--- src/eepj_defs.svh ---
// Purpose: constants for the external event priority jammer
// Assumes: 20 MHz clk, times in microseconds
// Notes: counts derived from times and the clock rate
`ifndef EEPJ_DEFS_SVH
`define EEPJ_DEFS_SVH
`define EEPJ_CLK_MHZ 20
`define EEPJ_LEVELS 9
`define EEPJ_ENC_LEVELS 8
`define EEPJ_APP_LEVELS 6
`define EEPJ_LVL_START 3'h6
`define EEPJ_LVL_PFAIL 3'h7
`define EEPJ_STAGE_STOP 8
`define EEPJ_START_PULSE_US 50
`define EEPJ_START_DEBOUNCE_US 50000
`define EEPJ_PFAIL_PULSE_US 5000
`define EEPJ_PFAIL_INTEG_US 35000
`define EEPJ_RST_FIXED 8'hC7
`define EEPJ_HALT_INSTR 8'h76
`define EEPJ_FIELD_LO 3
`define EEPJ_FIELD_HI 5
`endif

--- src/eepj_pkg.sv ---
// Purpose: shared types for the external event priority jammer
// Assumes: nothing
// Notes: types only; numbers live in eepj_defs.svh
package eepj_pkg;
  typedef enum logic [1:0] {PfIdle, PfPulse, PfHold} eepj_pf_state_t;
  typedef logic [7:0] eepj_instr_t;
endpackage : eepj_pkg

--- src/eepj_pulse_timer.sv ---
// Purpose: retriggerable-free one-shot timer, pulse of fixed length
// Assumes: trigger is synchronous to clk
// Notes: clear forces the output low and idles the counter
`timescale 1ns/100ps
`default_nettype none
module eepj_pulse_timer
#(
  parameter int CYCLES = 1000
)
(
  input wire logic clk,
  input wire logic rst_n,
  input wire logic clear,
  input wire logic trigger,
  output logic pulse
);
  localparam int W = $clog2(CYCLES + 1);
  logic [W-1:0] count_r;

  initial
  begin
    if (CYCLES < 1)
      $error("eepj_pulse_timer: CYCLES must be at least 1");
  end

  always_ff @(posedge clk or negedge rst_n)
  begin
    if (!rst_n)
      count_r <= '0;
    else if (clear)
      count_r <= '0;
    else if (trigger && count_r == '0)
      count_r <= W'(CYCLES);
    else if (count_r != '0)
      count_r <= count_r - 1'b1;
  end

  assign pulse = (count_r != '0);
endmodule : eepj_pulse_timer
`default_nettype wire

--- src/external_event_priority_jammer.sv ---
// Purpose: nine level external event arbiter jamming restart/halt opcodes
// Assumes: cpu_sync and cpu_phase_one_clock run continuously, async pins
// Notes: rst_n stands for the power-on condition
`timescale 1ns/100ps
`default_nettype none
`include "eepj_defs.svh"
module external_event_priority_jammer
  import eepj_pkg::*;
#(
  parameter int START_DEBOUNCE_CYCLES = `EEPJ_START_DEBOUNCE_US * `EEPJ_CLK_MHZ,
  parameter int PFAIL_PULSE_CYCLES = `EEPJ_PFAIL_PULSE_US * `EEPJ_CLK_MHZ,
  parameter int PFAIL_INTEG_CYCLES = `EEPJ_PFAIL_INTEG_US * `EEPJ_CLK_MHZ
)
(
  input wire logic clk,
  input wire logic rst_n,
  input wire logic cpu_sync,
  input wire logic cpu_phase_one_clock,
  input wire logic [5:0] app_request_n,
  input wire logic start_request_n,
  input wire logic line_present,
  input wire logic line_low_n,
  input wire logic supply_low_n,
  input wire logic stop_request_n,
  output logic [7:0] jam_instr,
  output logic ext_event_irq_n,
  output logic start_irq_n,
  output logic powerfail_stop_select_n,
  output logic auto_start_out
);
  localparam int START_PULSE_CYCLES = `EEPJ_START_PULSE_US * `EEPJ_CLK_MHZ;
  localparam int INTEG_W = $clog2(PFAIL_INTEG_CYCLES + 1);
  localparam int NPIN = 13;
  // bit positions of each pin in the synchroniser vector
  localparam int PIN_SYNC = 12;
  localparam int PIN_PHI = 11;
  localparam int PIN_APP_HI = 10;
  localparam int PIN_APP_LO = 5;
  localparam int PIN_START = 4;
  localparam int PIN_LINE = 3;
  localparam int PIN_LINE_LOW = 2;
  localparam int PIN_SUPPLY_LOW = 1;
  localparam int PIN_STOP = 0;
  // requests idle high, clocks low, so no false strobe or start after reset
  localparam logic [NPIN-1:0] PIN_IDLE = {2'b00, 6'h3F, 5'h1F};

  initial
  begin
    if (START_DEBOUNCE_CYCLES < 1)
      $error("external_event_priority_jammer: START_DEBOUNCE_CYCLES below 1");
    if (PFAIL_PULSE_CYCLES < 1)
      $error("external_event_priority_jammer: PFAIL_PULSE_CYCLES below 1");
    if (PFAIL_INTEG_CYCLES < 2)
      $error("external_event_priority_jammer: PFAIL_INTEG_CYCLES below 2");
    if (`EEPJ_ENC_LEVELS != `EEPJ_LEVELS - 1)
      $error("external_event_priority_jammer: encoder must cover all but the stop stage");
  end

  // pin synchronisers: stage one read only by stage two
  logic [NPIN-1:0] pinRaw;
  logic [NPIN-1:0] pinMeta_r;
  logic [NPIN-1:0] pinSync_r;
  assign pinRaw = {cpu_sync, cpu_phase_one_clock, app_request_n, start_request_n,
                   line_present, line_low_n, supply_low_n, stop_request_n};

  always_ff @(posedge clk or negedge rst_n)
  begin
    if (!rst_n)
      pinMeta_r <= PIN_IDLE;
    else
      pinMeta_r <= pinRaw;
  end

  always_ff @(posedge clk or negedge rst_n)
  begin
    if (!rst_n)
      pinSync_r <= PIN_IDLE;
    else
      pinSync_r <= pinMeta_r;
  end

  logic syncS, phiS, startReqS, lineS, lineLowS, supplyLowS, stopS;
  logic [5:0] appS;
  assign syncS = pinSync_r[PIN_SYNC];
  assign phiS = pinSync_r[PIN_PHI];
  assign appS = pinSync_r[PIN_APP_HI:PIN_APP_LO];
  assign startReqS = pinSync_r[PIN_START];
  assign lineS = pinSync_r[PIN_LINE];
  assign lineLowS = pinSync_r[PIN_LINE_LOW];
  assign supplyLowS = pinSync_r[PIN_SUPPLY_LOW];
  assign stopS = pinSync_r[PIN_STOP];

  // strobe on rising edge of sync AND phase one, once per time state
  logic strobeLvl, strobeLvl_r, strobe;
  assign strobeLvl = syncS & phiS;
  always_ff @(posedge clk or negedge rst_n)
  begin
    if (!rst_n)
      strobeLvl_r <= 1'b0;
    else
      strobeLvl_r <= strobeLvl;
  end
  assign strobe = strobeLvl & ~strobeLvl_r;

  // power-on start: held high while powered, one auto trigger after release
  logic autoStart_r, autoDone_r;
  always_ff @(posedge clk or negedge rst_n)
  begin
    if (!rst_n)
      autoStart_r <= 1'b0;
    else
      autoStart_r <= 1'b1;
  end

  // delayed copy marks the single cycle after release
  always_ff @(posedge clk or negedge rst_n)
  begin
    if (!rst_n)
      autoDone_r <= 1'b0;
    else
      autoDone_r <= autoStart_r;
  end
  assign auto_start_out = autoStart_r;
  logic autoTrigger;
  assign autoTrigger = autoStart_r & ~autoDone_r;

  // manual start: falling edge fires debounce level, its end fires start pulse
  logic startReqS_r;
  always_ff @(posedge clk or negedge rst_n)
  begin
    if (!rst_n)
      startReqS_r <= 1'b1;
    else
      startReqS_r <= startReqS;
  end
  logic manualFall, debounceLvl, debounceLvl_r, debounceEnd;
  assign manualFall = startReqS_r & ~startReqS;

  eepj_pulse_timer #(.CYCLES(START_DEBOUNCE_CYCLES)) u_debounce
  (
    .clk(clk),
    .rst_n(rst_n),
    .clear(1'b0),
    .trigger(manualFall),
    .pulse(debounceLvl)
  );

  always_ff @(posedge clk or negedge rst_n)
  begin
    if (!rst_n)
      debounceLvl_r <= 1'b0;
    else
      debounceLvl_r <= debounceLvl;
  end
  // bounce is ignored until the level expires; then path joins auto start
  assign debounceEnd = debounceLvl_r & ~debounceLvl;

  logic startPulse;
  eepj_pulse_timer #(.CYCLES(START_PULSE_CYCLES)) u_start
  (
    .clk(clk),
    .rst_n(rst_n),
    .clear(1'b0),
    .trigger(autoTrigger | debounceEnd),
    .pulse(startPulse)
  );

  // line-loss integrator: restarts on each line edge, fires after timeout
  logic [INTEG_W-1:0] integ_r;
  logic lineS_r, lossFire;
  always_ff @(posedge clk or negedge rst_n)
  begin
    if (!rst_n)
      lineS_r <= 1'b0;
    else
      lineS_r <= lineS;
  end
  always_ff @(posedge clk or negedge rst_n)
  begin
    if (!rst_n)
      integ_r <= '0;
    else if (!autoStart_r)
      integ_r <= '0;
    else if (lineS != lineS_r)
      integ_r <= '0;
    else if (integ_r != INTEG_W'(PFAIL_INTEG_CYCLES))
      integ_r <= integ_r + 1'b1;
  end
  assign lossFire = (integ_r == INTEG_W'(PFAIL_INTEG_CYCLES - 1));

  logic pfailPulse;
  eepj_pulse_timer #(.CYCLES(PFAIL_PULSE_CYCLES)) u_pfail
  (
    .clk(clk),
    .rst_n(rst_n),
    .clear(~autoStart_r),
    .trigger(lossFire),
    .pulse(pfailPulse)
  );

  // request vector, index = level, active high
  logic [`EEPJ_LEVELS-1:0] request;
  assign request[`EEPJ_APP_LEVELS-1:0] = ~appS;
  assign request[`EEPJ_LVL_START] = startPulse;
  assign request[`EEPJ_LVL_PFAIL] = pfailPulse | ~lineLowS | ~supplyLowS;
  assign request[`EEPJ_STAGE_STOP] = ~stopS;

  // event latch, fully reloaded on each strobe
  logic [`EEPJ_LEVELS-1:0] eventLatch_r;
  always_ff @(posedge clk or negedge rst_n)
  begin
    if (!rst_n)
      eventLatch_r <= '0;
    else if (strobe)
      eventLatch_r <= request;
  end

  // priority encoder over the lower eight stages
  logic [2:0] topLevel;
  logic anyLow;
  always_comb
  begin
    topLevel = 3'h0;
    for (int i = 0; i < `EEPJ_ENC_LEVELS; i++)
    begin
      if (eventLatch_r[i])
        topLevel = 3'(i);
    end
  end
  assign anyLow = |eventLatch_r[`EEPJ_ENC_LEVELS-1:0];

  logic stopHit, pfailHit, startHit;
  assign stopHit = eventLatch_r[`EEPJ_STAGE_STOP];
  assign pfailHit = eventLatch_r[`EEPJ_LVL_PFAIL];
  assign startHit = eventLatch_r[`EEPJ_LVL_START];

  // restart opcode with level field; target is 8*n
  eepj_instr_t restartInstr;
  always_comb
  begin
    restartInstr = `EEPJ_RST_FIXED;
    restartInstr[`EEPJ_FIELD_HI:`EEPJ_FIELD_LO] = topLevel;
  end

  // outputs registered from the latch contents, one process each
  always_ff @(posedge clk or negedge rst_n)
  begin
    if (!rst_n)
      jam_instr <= 8'h00;
    else if (stopHit)
      jam_instr <= `EEPJ_HALT_INSTR;
    else if (anyLow)
      jam_instr <= restartInstr;
    else
      jam_instr <= 8'h00;
  end

  // any of the lower eight stages raises it; stop disables the encoder
  always_ff @(posedge clk or negedge rst_n)
  begin
    if (!rst_n)
      ext_event_irq_n <= 1'b1;
    else
      ext_event_irq_n <= ~(anyLow & ~stopHit);
  end

  // follows its own stage, even while outranked
  always_ff @(posedge clk or negedge rst_n)
  begin
    if (!rst_n)
      start_irq_n <= 1'b1;
    else
      start_irq_n <= ~startHit;
  end

  always_ff @(posedge clk or negedge rst_n)
  begin
    if (!rst_n)
      powerfail_stop_select_n <= 1'b1;
    else
      powerfail_stop_select_n <= ~(stopHit | pfailHit);
  end
endmodule : external_event_priority_jammer
`default_nettype wire

--- config.mk ---
export PLATFORM = sky130hd
export DESIGN_NAME = external_event_priority_jammer
export DESIGN_NICKNAME = d
export VERILOG_FILES = /design/src/eepj_pkg.sv /design/src/eepj_pulse_timer.sv /design/src/external_event_priority_jammer.sv
export VERILOG_INCLUDE_DIRS = /design/src /design/src/src
export SDC_FILE = /design/constraint.sdc
export NUM_CORES = 1
export LEC_CHECK = 0
export BUFFER_PORTS_ARGS = -buffer_cell sky130_fd_sc_hd__buf_2
export CAP_MARGIN = 15
export CORE_UTILIZATION = 55
export CTS_CLUSTER_DIAMETER = 120
export CTS_CLUSTER_SIZE = 10
export DETAILED_ROUTE_END_ITERATION = 8
export PLACE_DENSITY_LB_ADDON = 0.05
export SETUP_SLACK_MARGIN = 0.2
export SLEW_MARGIN = 20
export SYNTH_ARGS = -nofsm -noshare
export SYNTH_HDL_FRONTEND = slang
export SYNTH_HIERARCHICAL = 1
export SYNTH_SLANG_ARGS = --single-unit
--- constraint.sdc ---
create_clock -name clk -period 2.2 [get_ports clk]
set_clock_uncertainty 0.05 [all_clocks]
set_input_delay 0.11 -clock clk [delete_from_list [all_inputs] [get_ports clk]]
set_output_delay 0.11 -clock clk [all_outputs]
set_load 0.02 [all_outputs]
==> results of run 1 <==
## power groups by stage
stage	clock network, mW	registers [mW]	logic [mW]
6_report	2.56	2.77	2.59
5_1_grt	2.72	2.82	2.82
4_1_cts	2.61	2.76	2.33
3_3_place_gp	0	2.78	2.20
3_5_place_dp	0	2.79	2.24
2_1_floorplan	0	2.79	1.68
## cells in the final DEF (no fill, tap or decap), drive strengths merged, types with 2 or more instances in the layout
cell type,netlist,layout
buf,9,50
xor2,11,11
and3,4,4
and4,5,5
nand2b,6,6
dfrtp,90,90
o21bai,2,2
and4b,2,2
conb,2,11
clkinv,0,6
dfstp,26,26
nor4,15,15
o21a,3,3
a211o,3,3
ha,7,7
a21oi,46,46
or3,18,18
o211ai,2,2
nand2,31,31
xnor2,15,15
nor3b,3,3
o31ai,15,15
nand3,15,15
clkbuf,6,17
clkinvlp,0,2
dlygate4sd3,0,14
mux2i,2,2
and2,3,3
a31oi,5,5
or3b,2,2
o21ai,28,28
nor2,24,24
nor3,24,24
nand4,11,11
or4,11,11
inv,18,24
nor2b,5,5
## layer usage
layer,up-vias,GRT usage,share of wire
li1,1896,-,-
met1,1898,0.286,0.46
met2,67,0.375,0.50
met3,18,0.0501,0.029
met4,0,0.0825,0.015
met5,-,0,0
## cells by family after synthesis
kind of cell,count (synthesis)
buf+inv,33
simple gates,184
flops,116
fa+ha+maj,7
xor+xnor,26
compound gates,109
mux,3
other cells,2
## through the flow
stage / power [mW] / hold WS (ns) / util / cells
floorplan: 4.47 / -0.236 / - / 489
global placement: 4.98 / 0.0225 / 0.610 / 642
detailed placement: 5.03 / 0.0254 / 0.610 / 642
CTS: 7.71 / 0.0218 / 0.688 / 688
global route: 8.36 / 0.0442 / 0.707 / 699
finish: 7.91 / 0.0218 / 0.707 / 699
## registers in the layout, indices dropped and copies added (netlist names), 5 cells and up
register and cells:
pinSync_r 13, eventLatch_r 9, integ_r 20, pinMeta_r 13, jam_instr 5, u_debounce/count_r 20, u_start/count_r 10, u_pfail/count_r 17
## final timing paths
| check | endpoint | cells after the start |
|---|---|---|
| worst max-delay path | u_debounce/count_r[8] | 7 |
| worst min-delay path | jam_instr[6] | 2 |
| worst max register to register | u_debounce/count_r[8] | 7 |
| worst min register to register | pinSync_r[7] | 0 |
| max in group asynchronous | startReqS_r | 3 |
| min in group clk | pinMeta_r[2] | 2 |
## what timing repair did
| item | CTS | global route |
|---|---|---|
| resized for setup | 5 | 24 |
| endpoints found under the hold margin | 106 | 0 |
| buffers inserted | 0 | 11 |
| pin swaps | 0 | 7 |
| hold buffers | 14 | 0 |
| endpoints found under the setup margin | 8 | 30 |
## worst max-delay path, cell delays in order, from the launching register on
cell and delay, ns:
sky130_fd_sc_hd__dfrtp_1 0.42, sky130_fd_sc_hd__inv_2 0.10, sky130_fd_sc_hd__ha_4 0.13, sky130_fd_sc_hd__buf_4 0.11, sky130_fd_sc_hd__or3b_1 0.41, sky130_fd_sc_hd__nor3_1 0.27
sky130_fd_sc_hd__xnor2_1 0.12, sky130_fd_sc_hd__nor3_1 0.25
## area by class of cell
class                      instances  area (um2)
sequential                       116        2940
fill                             682        2720
multi-input combinational        340        2360
timing repair buffer              64         469
clock buffer                      17         414
tap                              129         161
clock inverter                    15         146
inverter                          18        70.1
==> reports/summary.txt, run 1 <==
OUTCOME
-------------------------------------------------------------------------------------
Outcome                                                                  finished clean

PWR
-------------------------------------------------------------------------------------
Total net switching power                                                     2.79 mW
Cell-internal power                                                           5.12 mW
Part of the power in registers                                                  0.350
Proportion of power drawn by combinational gates                                0.327
Fraction of power consumed by the clock network                                 0.323
Static leakage power                                                          2.86 nW
Worst IR Drop VDD                                                            0.732 mV
Power per Cell Area                                                       1210 nW/um2
Switching fraction of total power                                               0.353

CTS
-------------------------------------------------------------------------------------
Max clock buf depth                                                                 2
Clock-pin slew of the registers on the worst-case setup and hold paths        0.06 ns
H-tree depth                                                                        4
Root buf cell                                                            sky130_fd_sc_hd__clkbuf_8
CTS tree                                                                        built
Clock network latency to the later pin of the worst-skew pair                 0.51 ns
Clock Sinks                                                                       116
Total clock buffers created by CTS                                                 17

SETUP PATH
-------------------------------------------------------------------------------------
Arr. time, crit path                                                          2.32 ns
Register-to-register path setup slack                                         0.23 ns
Type of origin of the critical path                                         flip-flop
Type of destination of the critical path                                    flip-flop
Category of the most critical setup path                                      reg2reg
Critical-path maximum fanout                                                        4
CP Launch Point                                                          u_debounce/count_r[0]
Req. time, crit path                                                          2.54 ns
Reg-to-Reg Start                                                         u_debounce/count_r[0]

STA
-------------------------------------------------------------------------------------
Unrepaired setup endpoints after global routing                                  true
Upper clock frequency limit                                                   507 MHz
Final-report hold violation count                                                   0
Final setup slack of the worst path                                          0.227 ns
Slew of the pin with the lowest slew margin                                  0.689 ns
Worst slew margin relative to its limit                                         0.540
Final setup viols                                                                   0
Share of the cycle needed by the critical path after routing                    0.897
Final period demand of the worst path                                         1.97 ns
Max-slew violation count                                                            0
Summed negative setup slack over all endpoints                                   0 ns

WORST HOLD PATH
-------------------------------------------------------------------------------------
Worst hold path type                                                         in2async

DRT
-------------------------------------------------------------------------------------
1st-iter DRT viols                                                                159
Vias                                                                             3879
DR pass1 iterations                                                                 4
DRC                                                                                 0
Number of vias per cell                                                          5.55
Wire length per cell                                                          14.8 um
Post-DRT Antenna Nets                                                               0
Total Routed Length                                                          10300 um

GRT
-------------------------------------------------------------------------------------
Maximum number of pins on one net before global-route repair                       75
Number of antenna violations at the first check in global routing                   0
Total congestion overflow after global routing                                      0
Aggregate global-route resource usage                                           0.224
Via count of the first global-routing pass                                       3799
Wire length of the first global-routing pass                                 17400 um

DIE
-------------------------------------------------------------------------------------
Die Ht                                                                         100 um
IO Pins                                                                            27
Total Die Area                                                              10100 um2
Horizontal die dimension                                                       100 um
Starting Density                                                                0.572
Num rows                                                                           35
Std-Cell Core Area                                                           9280 um2

FINAL LAYOUT
-------------------------------------------------------------------------------------
Final non-filler cell area                                                   6560 um2
Diode count                                                                         0
Relative area change from synthesis to final layout                             23.5%
Fraction of final layout cells with drive strength greater than 1               0.282
Number of nets in the finished design                                             579

PLACEMENT
-------------------------------------------------------------------------------------
Pre-CTS WS                                                                  0.0805 ns
Placer's final routability congestion estimate                                  0.893
DP HPWL                                                                       6930 um
Placed cell area                                                             5670 um2
Buffers added on ports                                                             26

SYNTHESIS
-------------------------------------------------------------------------------------
Number of enable-type register cells in the synthesized netlist                     0
Multiplexer share of the synthesized area                                     0.00589
Cell with the most instances after synthesis                             sky130_fd_sc_hd__dfrtp_1
Mapped Area                                                                  5310 um2
Ys flop type                                                             sky130_fd_sc_hd__dfrtp_1
Instance count of the mapped netlist                                              480
Unique cell type count in the Yosys netlist                                        66
Xor/xnor cell area share of the yosys netlist                                  0.0429
Synth warn                                                                          6
Post-synthesis sequential area ratio                                            0.553
Top cell type's share of synthesized area                                       0.424
Complex-gate fraction of the synthesized area                                   0.127
Number of flip-flops and latches in the synthesized netlist                       116
Top cell types by occurrence after synthesis                             sky130_fd_sc_hd__dfrtp_1, sky130_fd_sc_hd__a21oi_1, sky130_fd_sc_hd__nand2_1
Synthesized-area fraction occupied by adder cells                              0.0165
Mean post-synth cell area                                                    11.1 um2
Main combinational cell family by area after synthesis                   simple AND/OR/NAND/NOR gates
Top cell type by total area after synthesis                              sky130_fd_sc_hd__dfrtp_1
Top area cells in the synthesized netlist                                sky130_fd_sc_hd__dfrtp_1, sky130_fd_sc_hd__dfstp_2, sky130_fd_sc_hd__a21oi_1
Proportion of synthesized flip-flops having asynchronous set or reset            1.00
Post-synthesis share of cell area spent on and, or, nand and nor gates          0.223

RUN
-------------------------------------------------------------------------------------
Max-Cap Viols                                                                       0

No activity file was read; power rests on OpenSTA's default activity.
==> run 2: changes to the inputs <==
CORE_ASPECT_RATIO = 1.5   (was default)
CORE_UTILIZATION = 54   (was 55)
SYNTH_HIERARCHICAL = default   (was 1)
==> run 2 against run 1 <==
Against the previous run: sequential power decreased by 2%; via count decreased by 7.2%; highest routed layer unchanged; wire length decreased by 1.3%; largest cell class unchanged; worst hold slack improved by 0.19 ns; synthesized area decreased by 7.0%; die area decreased by 5.1%; first-iteration DRC count increased by 13%; combinational power decreased by 64%; final area decreased by 2.3%; global-route usage increased by 1.4 points.
==> reports/summary.txt, run 2 <==
OUTCOME
-------------------------------------------------------------------------------------
Outcome                                                                  finished clean

DRT
-------------------------------------------------------------------------------------
1st-iter DRT viols                                                                179
Post-DRT Antenna Nets                                                               0
Number of vias per cell                                                          5.51
Wire length per cell                                                          15.6 um
DRC                                                                                 0
DR pass1 iterations                                                                 4
Total Routed Length                                                          10200 um
Vias                                                                             3598

SYNTHESIS
-------------------------------------------------------------------------------------
Post-synthesis share of cell area spent on and, or, nand and nor gates          0.210
Complex-gate fraction of the synthesized area                                  0.0773
Instance count of the mapped netlist                                              446
Mapped Area                                                                  4940 um2
Multiplexer share of the synthesized area                                     0.00405
Post-synthesis sequential area ratio                                            0.594
Unique cell type count in the Yosys netlist                                        52
Top cell type by total area after synthesis                              sky130_fd_sc_hd__dfrtp_1
Ys flop type                                                             sky130_fd_sc_hd__dfrtp_1
Synthesized netlist net count                                                     469
Top cell type's share of synthesized area                                       0.456
Synth warn                                                                          0
Proportion of synthesized flip-flops having asynchronous set or reset            1.00
Xor/xnor cell area share of the yosys netlist                                  0.0692
Number of flip-flops and latches in the synthesized netlist                       116
Top area cells in the synthesized netlist                                sky130_fd_sc_hd__dfrtp_1, sky130_fd_sc_hd__dfstp_2, sky130_fd_sc_hd__xnor2_1
Main combinational cell family by area after synthesis                   simple AND/OR/NAND/NOR gates
Mean post-synth cell area                                                    11.1 um2
Cell with the most instances after synthesis                             sky130_fd_sc_hd__dfrtp_1
Number of enable-type register cells in the synthesized netlist                     0
Synthesized-area fraction occupied by adder cells                              0.0203
Top cell types by occurrence after synthesis                             sky130_fd_sc_hd__dfrtp_1, sky130_fd_sc_hd__nor2_1, sky130_fd_sc_hd__nand2_1

DIE
-------------------------------------------------------------------------------------
IO Pins                                                                            27
Std-Cell Core Area                                                           8830 um2
Num rows                                                                           42
Total Die Area                                                               9540 um2
Horizontal die dimension                                                      80.1 um
Die Ht                                                                         119 um
Starting Density                                                                0.559

FINAL LAYOUT
-------------------------------------------------------------------------------------
Most common library cell in the layout ignoring fill and taps            sky130_fd_sc_hd__dfrtp_1
Highest-count cells in the layout ignoring fill and taps                 sky130_fd_sc_hd__dfrtp_1, sky130_fd_sc_hd__nor2_1, sky130_fd_sc_hd__buf_4, sky130_fd_sc_hd__nand2_1, sky130_fd_sc_hd__dfstp_2
Combined flip-flop and latch cell area                                       2940 um2
Final-layout fill cell count                                                      614
Diode count                                                                         0
Leading registers by flop count                                          integ_r x20, u_debounce.count_r x20, u_pfail.count_r x17
Relative area change from synthesis to final layout                             29.8%
Fraction of final layout cells with drive strength greater than 1               0.308
Final standard cell utilization of the core                                     0.726
Count of placed standard cells in the final layout, fillers left out              653
Number of nets in the finished design                                             553
Area occupied by multi-input gates                                           2090 um2

STA
-------------------------------------------------------------------------------------
Unrepaired setup endpoints after global routing                                  true
Upper clock frequency limit                                                   481 MHz
Final setup slack of the worst path                                          0.119 ns
Share of the cycle needed by the critical path after routing                    0.946
Final setup viols                                                                   0
Max-slew violation count                                                            0
Final-report hold violation count                                                   0
Slew of the pin with the lowest slew margin                                  0.601 ns
Worst slew margin relative to its limit                                         0.600
Summed negative setup slack over all endpoints                                   0 ns
Final period demand of the worst path                                         2.08 ns

PLACEMENT
-------------------------------------------------------------------------------------
Post-Place Cells                                                                  592
Pre-CTS WS                                                                  0.0366 ns
Buffers added on ports                                                             26
Placer's final routability congestion estimate                                  0.860
DP HPWL                                                                       6270 um

SETUP PATH
-------------------------------------------------------------------------------------
Kind of cell with the highest combined delay on the critical path        simple AND/OR/NAND/NOR gates
Slowest cell delay on critical path                                           0.54 ns
Reg-to-Reg Start                                                           integ_r[8]
Buf+Inv Stages, Crit Path                                                           0
Type of origin of the critical path                                         flip-flop
Category of the most critical setup path                                      reg2reg
Type of destination of the critical path                                    flip-flop
Arr. time, crit path                                                          2.36 ns
CP Launch Point                                                            integ_r[8]
Critical-path maximum fanout                                                        6
Req. time, crit path                                                          2.48 ns
Crit path max-delay cell type                                            sky130_fd_sc_hd__or4b_4
Cell breakdown of the critical path                                      or4b_4, or4_4, o21ai_4, nand2_4, a31oi_1

PWR
-------------------------------------------------------------------------------------
Power per Cell Area                                                       1000 nW/um2
Static leakage power                                                          2.75 nW
Worst IR Drop VDD                                                            0.757 mV

GRT
-------------------------------------------------------------------------------------
Via count of the first global-routing pass                                       3801
Total congestion overflow after global routing                                      0
Maximum number of pins on one net before global-route repair                       45
Wire length of the first global-routing pass                                 17300 um
Aggregate global-route resource usage                                           0.238
Number of antenna violations at the first check in global routing                   0

RUN
-------------------------------------------------------------------------------------
Max-Cap Viols                                                                       0

WORST HOLD PATH
-------------------------------------------------------------------------------------
Worst hold path type                                                         in2async

CTS
-------------------------------------------------------------------------------------
H-tree depth                                                                        4
Root buf cell                                                            sky130_fd_sc_hd__clkbuf_16
Total clock buffers created by CTS                                                 17
Clock network latency to the later pin of the worst-skew pair                 0.41 ns
Clock-pin slew of the registers on the worst-case setup and hold paths        0.05 ns
Clock Sinks                                                                       116
CTS tree                                                                        built
Max clock buf depth                                                                 2

[run 2: report_power, final]
part / leakage (nW) / internal [mW] / switching, mW
clock network: 0.279 / 1.81 / 0.953
logic: 1.06 / 0.469 / 0.468
registers: 1.41 / 2.44 / 0.272
[run 2: worst reg2reg max path: cells and delay by family (launching register included)]
family,cells,cell delay [ns]
compound gates,2,0.39
simple gates,3,1.18
flops,1,0.39
[run 2: cells by family after synthesis]
group / Yosys count
AO/OA/AOI/OAI: 64
XOR/XNOR: 39
adder cells (fa/ha/maj): 8
buffers and inverters: 27
flip-flops: 116
multiplexers: 2
other: 1
AND/OR/NAND/NOR: 189
[run 2: path summary, 6_finish.rpt]
| kind | end | slack (ns) | cells after the start |
|---|---|---|---|
| setup reg to reg | u_pfail.count_r[5] | 0.12 | 5 |
| setup / recovery | u_pfail.count_r[5] | 0.12 | 5 |
| hold reg to reg | pinSync_r[12] | 0.30 | 0 |
| min in group clk | pinMeta_r[8] | 0.29 | 2 |
| hold / removal | u_start.count_r[3] | 0.21 | 2 |
| max in group asynchronous | pinSync_r[10] | 1.23 | 3 |
[run 2: timing repair]
action                                 in CTS  in global routing
cloned                                      0                  0
endpoints found under the hold margin      41                  0
setup buffers                               6                  9
gates resized for setup                    17                 35
pin swaps                                   8                 17
setup endpoints to repair                  31                 36
hold buffers                               14                  0
[run 2: layout make-up]
cell class	instances	share of cell area
clock buffers	20	0.0697
clock inverters	12	0.0242
inverters	16	0.00937
multi-input cells	303	0.326
flip-flops and latches	116	0.458
well taps	110	0.0215
repair buffers	76	0.0910
[run 2: metal layers]
metal | up-vias | share of wire | GRT usage
met5 | - | 0 | 0
met4 | 0 | 0.016 | 0.102
met3 | 11 | 0.025 | 0.0559
met2 | 68 | 0.56 | 0.413
met1 | 1793 | 0.40 | 0.274
li1 | 1726 | - | -
[run 2: per-stage QoR]
stage	hold slack, ns	total power, mW	cell area [um2]
detailed placement	0.100	3.46	5340
CTS	0.219	6.32	6210
finish	0.208	6.41	6410
floorplan	-0.236	3.21	4940
global placement	0.0999	3.43	5340
global route	0.262	6.71	6410
